<file path="src/shared/emb_pkg.sv">
// Constants, pin-group types and state encodings of the external memory and I/O bus
// Notes on behaviour
// - The bus drives a 16-bit address, bit 0 least and bit 15 most significant, for all spaces.
// - Address pins float while float request is low and keep their last value in power-down.
// - Data pins float unless writing, and also in power-down, in reset and during float request.
// - The three space selects rest high, one goes low for its space, all float on reset/pd/float.
// - Ready sampled low during an access adds one wait cycle and is sampled again until high.
// - Read/write rests high, goes low only for a write, and floats on reset, pd and float.
// - The access strobe stays high except while it marks an external bus cycle.
// - The access strobe floats in reset, in power-down and while float is requested.
// - Write strobe falls when the bus starts driving write data onto the data pins, and also in power-down, where the data pins float.
// - Write strobe pulses on every program, data and I/O write and floats on reset and float.
// - Write/read is always the inverse of read/write and floats on reset and float.
// - Global data request is asserted for global data accesses and floats on reset/pd/float.
package emb_pkg;

    localparam int ADDR_W = 16;
    localparam int DATA_W = 16;

    // Space codes on the request port; bit index of the matching select
    localparam logic [1:0] SPACE_PROG = 2'h0;
    localparam logic [1:0] SPACE_DATA = 2'h1;
    localparam logic [1:0] SPACE_IO   = 2'h2;
    localparam int         SEL_W      = 3;

    localparam logic [ADDR_W-1:0] ADDR_RST = 16'h0000;
    localparam logic [DATA_W-1:0] DATA_RST = 16'h0000;
    localparam logic [SEL_W-1:0]  SEL_IDLE = 3'h7;

    typedef enum logic [1:0] {ST_IDLE, ST_ACCESS, ST_HOLD} emb_state_t;

    // Every pad value and its active-low output enable
    typedef struct packed {
        logic [ADDR_W-1:0] addr;
        logic              addr_oe_n;
        logic [DATA_W-1:0] data;
        logic              data_oe_n;
        logic [SEL_W-1:0]  sel_n;
        logic              strobe_n;
        logic              rw;
        logic              gdr_n;
        logic              ctl_oe_n;
        logic              wr;
        logic              we_n;
        logic              wrt_oe_n;
    } emb_pins_t;

    // Reset: every pad floats, levels sit at their idle values
    localparam emb_pins_t PINS_RST = '{
        addr: ADDR_RST, addr_oe_n: 1'b1, data: DATA_RST, data_oe_n: 1'b1,
        sel_n: SEL_IDLE, strobe_n: 1'b1, rw: 1'b1, gdr_n: 1'b1, ctl_oe_n: 1'b1,
        wr: 1'b0, we_n: 1'b1, wrt_oe_n: 1'b1};

endpackage : emb_pkg

</file>
<file path="src/shared/emb_pin_if.sv">
// Carrier between the bus sequencer and its pad register stage
`timescale 1ns/10ps
interface emb_pin_if;
    emb_pkg::emb_pins_t next_pins;
    emb_pkg::emb_pins_t pins;

    modport seq (output next_pins, input pins);
    modport pad (input next_pins, output pins);
endinterface : emb_pin_if

</file>
<file path="src/hw/emb_pad_reg.sv">
// Pad register stage: every bus pin and enable leaves the chip from a flip-flop
`timescale 1ns/10ps
module emb_pad_reg (
    input  wire logic clk_in,
    input  wire logic srst_in,
    emb_pin_if.pad    pin_if
);
    emb_pkg::emb_pins_t q;
    emb_pkg::emb_pins_t next_q;

    // Next value is the sequencer's decision
    always_comb
    begin
        next_q = pin_if.next_pins;
    end

    // Reset floats every pad, which covers reset floating of all groups
    always_ff @(posedge clk_in)
    begin
        if (srst_in)
        begin
            q <= emb_pkg::PINS_RST;
        end
        else
        begin
            q <= next_q;
        end
    end

    assign pin_if.pins = q;
endmodule : emb_pad_reg

</file>
<file path="src/hw/emb_bus.sv">
// External memory and I/O bus sequencer with wait states and pad float control
`timescale 1ns/10ps
module emb_bus #(
    parameter int ADDR_W = emb_pkg::ADDR_W,
    parameter int DATA_W = emb_pkg::DATA_W
) (
    input  wire logic              clk_in,
    input  wire logic              srst_in,
    input  wire logic              power_down_in,
    input  wire logic              float_req_n_in,
    input  wire logic              req_in,
    input  wire logic              req_write_in,
    input  wire logic [1:0]        req_space_in,
    input  wire logic              req_global_in,
    input  wire logic [ADDR_W-1:0] req_addr_in,
    input  wire logic [DATA_W-1:0] req_wdata_in,
    output logic                   req_ready_out,
    output logic                   done_out,
    output logic [DATA_W-1:0]      rdata_out,
    input  wire logic              ready_in,
    input  wire logic [DATA_W-1:0] data_in,
    output logic [ADDR_W-1:0]      addr_out,
    output logic                   addr_oe_n_out,
    output logic [DATA_W-1:0]      data_out,
    output logic                   data_oe_n_out,
    output logic                   program_space_select_n_out,
    output logic                   data_space_select_n_out,
    output logic                   io_space_select_n_out,
    output logic                   select_oe_n_out,
    output logic                   access_strobe_n_out,
    output logic                   access_strobe_oe_n_out,
    output logic                   rw_out,
    output logic                   rw_oe_n_out,
    output logic                   global_data_request_n_out,
    output logic                   global_data_request_oe_n_out,
    output logic                   wr_out,
    output logic                   wr_oe_n_out,
    output logic                   write_strobe_n_out,
    output logic                   write_strobe_oe_n_out
);
    // The pad struct is fixed at the package widths
    if (ADDR_W != emb_pkg::ADDR_W || DATA_W != emb_pkg::DATA_W)
    begin : g_width_check
        $error("emb_bus: bus widths must match the package");
    end

    typedef struct packed {
        emb_pkg::emb_state_t st;
        logic [ADDR_W-1:0]   addr;
        logic [DATA_W-1:0]   wdata;
        logic                write;
        logic [1:0]          space;
        logic                global_req;
        logic [DATA_W-1:0]   rdata;
        logic                done;
        logic                ready;
    } emb_core_t;

    emb_core_t q;
    emb_core_t next_q;
    emb_pin_if pin_if ();

    logic accept;
    logic active;
    logic floated;

    // Requests stop while the pads are floated, since no cycle could be seen outside
    always_comb
    begin
        floated = power_down_in || !float_req_n_in;
        accept  = req_in && q.ready;
        next_q  = q;
        next_q.done = 1'b0;
        case (q.st)
            emb_pkg::ST_IDLE:
            begin
                if (accept)
                begin
                    next_q.st         = emb_pkg::ST_ACCESS;
                    next_q.addr       = req_addr_in;
                    next_q.wdata      = req_wdata_in;
                    next_q.write      = req_write_in;
                    next_q.space      = req_space_in;
                    next_q.global_req = req_global_in;
                end
            end
            emb_pkg::ST_ACCESS:
            begin
                // Low ready keeps the cycle open one more clock, then looks again
                if (ready_in)
                begin
                    next_q.done = 1'b1;
                    if (q.write)
                    begin
                        next_q.st = emb_pkg::ST_HOLD;
                    end
                    else
                    begin
                        next_q.st    = emb_pkg::ST_IDLE;
                        next_q.rdata = data_in;
                    end
                end
            end
            emb_pkg::ST_HOLD:
            begin
                next_q.st = emb_pkg::ST_IDLE;
            end
            default:
            begin
                next_q.st = emb_pkg::ST_IDLE;
            end
        endcase
        next_q.ready = (next_q.st == emb_pkg::ST_IDLE) && !floated;
    end

    // Core state register
    always_ff @(posedge clk_in)
    begin
        if (srst_in)
        begin
            q <= '{st: emb_pkg::ST_IDLE, addr: emb_pkg::ADDR_RST,
                   wdata: emb_pkg::DATA_RST, write: 1'b0, space: emb_pkg::SPACE_PROG,
                   global_req: 1'b0, rdata: emb_pkg::DATA_RST, done: 1'b0,
                   ready: 1'b0};
        end
        else
        begin
            q <= next_q;
        end
    end

    // Pads follow the next state so that they change on the same edge as the state
    always_comb
    begin
        active = next_q.st == emb_pkg::ST_ACCESS;
        pin_if.next_pins           = emb_pkg::PINS_RST;
        pin_if.next_pins.addr      = next_q.addr;
        pin_if.next_pins.addr_oe_n = !float_req_n_in;
        pin_if.next_pins.data      = next_q.wdata;
        // Data stays driven one clock past the write strobe rise for hold time
        pin_if.next_pins.data_oe_n = !(next_q.write && next_q.st != emb_pkg::ST_IDLE)
                                     || floated;
        pin_if.next_pins.sel_n = emb_pkg::SEL_IDLE;
        if (active)
        begin
            pin_if.next_pins.sel_n[next_q.space] = 1'b0;
        end
        pin_if.next_pins.strobe_n = !active;
        pin_if.next_pins.rw       = !(active && next_q.write);
        pin_if.next_pins.gdr_n    = !(active && next_q.global_req
                                      && next_q.space == emb_pkg::SPACE_DATA);
        pin_if.next_pins.ctl_oe_n = floated;
        pin_if.next_pins.wr       = active && next_q.write;
        pin_if.next_pins.we_n     = !(active && next_q.write);
        pin_if.next_pins.wrt_oe_n = !float_req_n_in;
    end

    emb_pad_reg u_pad (
        .clk_in  (clk_in),
        .srst_in (srst_in),
        .pin_if  (pin_if)
    );

    assign req_ready_out                = q.ready;
    assign done_out                     = q.done;
    assign rdata_out                    = q.rdata;
    assign addr_out                     = pin_if.pins.addr;
    assign addr_oe_n_out                = pin_if.pins.addr_oe_n;
    assign data_out                     = pin_if.pins.data;
    assign data_oe_n_out                = pin_if.pins.data_oe_n;
    assign program_space_select_n_out   = pin_if.pins.sel_n[emb_pkg::SPACE_PROG];
    assign data_space_select_n_out      = pin_if.pins.sel_n[emb_pkg::SPACE_DATA];
    assign io_space_select_n_out        = pin_if.pins.sel_n[emb_pkg::SPACE_IO];
    assign select_oe_n_out              = pin_if.pins.ctl_oe_n;
    assign access_strobe_n_out          = pin_if.pins.strobe_n;
    assign access_strobe_oe_n_out       = pin_if.pins.ctl_oe_n;
    assign rw_out                       = pin_if.pins.rw;
    assign rw_oe_n_out                  = pin_if.pins.ctl_oe_n;
    assign global_data_request_n_out    = pin_if.pins.gdr_n;
    assign global_data_request_oe_n_out = pin_if.pins.ctl_oe_n;
    assign wr_out                       = pin_if.pins.wr;
    assign wr_oe_n_out                  = pin_if.pins.wrt_oe_n;
    assign write_strobe_n_out           = pin_if.pins.we_n;
    assign write_strobe_oe_n_out        = pin_if.pins.wrt_oe_n;
endmodule : emb_bus

</file>
<file path="config.mk">
export PLATFORM = sky130hd
export DESIGN_NAME = emb_bus
export DESIGN_NICKNAME = d
export VERILOG_FILES = /design/src/shared/emb_pkg.sv /design/src/shared/emb_pin_if.sv /design/src/hw/emb_pad_reg.sv /design/src/hw/emb_bus.sv
export SDC_FILE = /design/constraint.sdc
export NUM_CORES = 1
export LEC_CHECK = 0
export BUFFER_PORTS_ARGS = -buffer_cell sky130_fd_sc_hd__buf_2
export CAP_MARGIN = 0
export CORE_MARGIN = 5
export CORE_UTILIZATION = 54
export CTS_CLUSTER_DIAMETER = 60
export DETAILED_ROUTE_END_ITERATION = 8
export GPL_TIMING_DRIVEN = 0
export MAX_ROUTING_LAYER = met4
export PLACE_DENSITY_LB_ADDON = 0.1
export SLEW_MARGIN = 0
export SYNTH_ARGS = -nofsm -noshare
export SYNTH_HDL_FRONTEND = slang
export SYNTH_HIERARCHICAL = 1
export SYNTH_SLANG_ARGS = --single-unit
</file>
<file path="constraint.sdc">
create_clock -name clk_in -period 5.8 [get_ports clk_in]
set_clock_uncertainty 0.2 [all_clocks]
set_input_delay 0.29 -clock clk_in [delete_from_list [all_inputs] [get_ports clk_in]]
set_output_delay 0.29 -clock clk_in [all_outputs]
set_load 0.03 [all_outputs]
</file>
==> out/results.ini <==
[yosys]
yosysSeqAreaShare_pct=56.3
ys_ff_latch=100
yosys_warnings=6
synth_top_family_by_area=simple AND/OR/NAND/NOR gates
async_flop_share_pct=0
synth-main-ff-cell=dfxtp_1
muxShareOfSynthArea_pct=12.4
synth_fa_ha_area_share_pct=0
synth_xor_area_share_pct=0
synth_simple_gate_area_share_pct=21.2
syn-mean-instance-area_um2=10.8
synth-edff-count=0
synth_fp_nets=386
ys_types=27
mappedNetlistArea_um2=3560
syn_inst=328
synth-compound-area-share_pct=2.78

[routing]
ant_nets=0
wl_per_cell_um=12.9
drt_iter0_drc=72
first_pass_iters=4
vias=2603
routed_via_density=4.64
drc_errors=0
totalWireLength_um=7240

[global_route]
grt_max_degree=17
grt_pass1_vias=2683
grt_pass1_wl_um=12500
grt_usage_pct=18.7
gr-total-overflow=0
grt_antenna_before_repair=0

[setup_path]
crit_path_top_delay_cell=dfxtp_1
path_depth=5
rrSetupSlack_ns=3.60
path_buf_inv=1
cp_slowest_stage_delay_ns=0.40
reg2reg_from=req_ready_out$_SDFF_PP0_
worst-setup-path-type=flop to flop
crit_start=req_ready_out$_SDFF_PP0_
required_ns=5.84
crit_fanout=10
r2r_cells=5
r2r-end=u_pad/pin_if.pins[9]$_SDFF_PP1_
crit_family=simple AND/OR/NAND/NOR gates
critPathArrivalTime_ns=2.25
path_cells=nor4bb_4, buf_6, mux2_2, or3_1, or2_1
cp-end-kind=flop
start_kind=flop
cp-endpoint=u_pad/pin_if.pins[9]$_SDFF_PP1_

[die]
die_x_um=91.2
rows=29
fp.coreArea_um2=6390
start_util_pct=55.7
fp.dieArea_um2=8310
pin_count=124
die_y_um=91.2

[sta]
fin_crit_ns=2.20
drv_slew=0
tightest_slew_ns=0.436
setup_viol=0
fin_crit_sh_pct=38.0
fmax_ghz=0.454
slew_headroom_pct=70.1
tns_ns=0
rsz0062_at_grt=no
hold_viol_final=0

[clock_network]
clockBufferDepth=2
tritoncts.num_buffers=9
cts_tree=built
cts-resized-gates=0
clk_pin_slew_ns=0.09
cts-root-buf=clkbuf_8
clk-insertion-delay-late_ns=0.35
postCtsSetupRepairBufs=0
cts.sinks=100
htree_levels=3
hold_buffers=17

[cells_and_area]
drive_gt1_share_pct=41.7
fin_nets=537
area_growth_syn_to_layout_pct=32.7
mostFrequentLayoutCell=buf_2
multi_input_area_um2=1290
fin_cells=561
n_antenna_cell=0
final_cell_mix=128 x buf_2, 100 x dfxtp_1, 56 x nor2b_1
regArea_um2=2000
fill_cells=477

[worst_hold_path]
worst_hold_path_type=primary input to flop

[job]
drv_cap=0

[status]
status=finished, final reports clean

[placement]
port_buffers=123
dp.cells=528
gp_congestion=0.807
dp_hpwl_um=5000

[pwr]
p_leak_nw=2.19
vdd_drop_max_v=0.000191
p_per_area_nw_per_um2=294

==> through the flow <==
stage | area, um2 | hold WS [ns] | worst slack [ns] | power [mW] | utilization (%)
6_report | 4720 | 0.0231 | 3.60 | 1.39 | 73.9
5_1_grt | 4720 | 0.0153 | 3.51 | 1.45 | 73.9
4_1_cts | 4720 | 0.00482 | 3.58 | 1.40 | 73.9
3_5_place_dp | 4270 | 0.247 | 3.61 | 0.814 | 66.9
3_3_place_gp | 4270 | 0.243 | 3.62 | 0.813 | 66.9
2_1_floorplan | 3560 | 0.162 | 3.55 | 0.777 | -
==> flip-flops by register name, indices dropped and copies added (netlist names) <==
| signal | count |
|---|---|
| req_ready_out | 1 |
| u_pad/pin_if.pins | 44 |
| q | 38 |
| done_out | 1 |
| rdata_out | 16 |
==> layer usage <==
metal  vias up  global-route usage, %  part of all wire [%]
met5         -                      -                     0
met4         0                   5.87                   1.2
met3         9                   5.79                   7.6
met2        83                   29.6                    48
met1      1178                   23.0                    43
li1       1333                      -                     -
==> cell usage after synthesis (2+ instances only) <==
| master | number | share of area, % |
|---|---|---|
| nor2_1 | 5 | 0.53 |
| nand2b_1 | 2 | 0.35 |
| and2b_1 | 10 | 2.1 |
| nor3_1 | 2 | 0.28 |
| nor2b_1 | 56 | 9.8 |
| dfxtp_1 | 100 | 56 |
| inv_1 | 3 | 0.32 |
| buf_6 | 3 | 0.95 |
| buf_2 | 5 | 0.70 |
| nand3_1 | 2 | 0.28 |
| a21oi_1 | 18 | 2.5 |
| nand3b_1 | 2 | 0.42 |
| nand2_1 | 34 | 3.6 |
| or2_1 | 11 | 1.9 |
| clkbuf_1 | 9 | 0.95 |
| mux2_2 | 28 | 8.9 |
| mux2_4 | 5 | 2.1 |
| mux2i_1 | 3 | 0.84 |
| mux2_1 | 2 | 0.63 |
| buf_4 | 21 | 4.4 |
==> worst register-to-register path, stage by stage, from the launching register on <==
cell and delay, ns:
dfxtp_1 0.40, nor4bb_4 0.39, buf_6 0.22, mux2_2 0.37, or3_1 0.33, or2_1 0.20
==> worst min-delay path by stage <==
stage	start	to	slack, ns	cells past startpoint
finish	ready_in	q[55]$_SDFF_PP0_	0.02	3
global route	ready_in	q[55]$_SDFF_PP0_	0.02	3
CTS	ready_in	q[55]$_SDFF_PP0_	0.005	3
detailed placement	rdata_out[10]$_SDFFE_PP0P_	rdata_out[10]$_SDFFE_PP0P_	0.25	2
global placement	rdata_out[15]$_SDFFE_PP0P_	rdata_out[15]$_SDFFE_PP0P_	0.24	2
floorplan	srst_in	u_pad/pin_if.pins[26]$_SDFF_PP0_	0.16	1
==> report_power, final <==
| part | switching, mW | internal [mW] |
|---|---|---|
| clock network | 0.226 | 0.355 |
| registers | 0.00415 | 0.699 |
| logic | 0.0526 | 0.0515 |
==> cell families after synthesis <==
| kind of cell | count (synthesis) |
|---|---|
| mux | 38 |
| compound gates | 19 |
| simple gates | 130 |
| buf+inv | 41 |
| flops | 100 |
==> layout make-up <==
cell class | instances | area share [%]
repair buffers | 140 | 16.6
multi-input cells | 187 | 27.4
plain buffers | 38 | 5.30
clock inverters | 5 | 2.73
well taps | 77 | 2.04
flip-flops and latches | 100 | 42.4
clock buffers | 11 | 3.21
inverters | 3 | 0.239
Note: power is estimated with default switching activity, not from simulation.
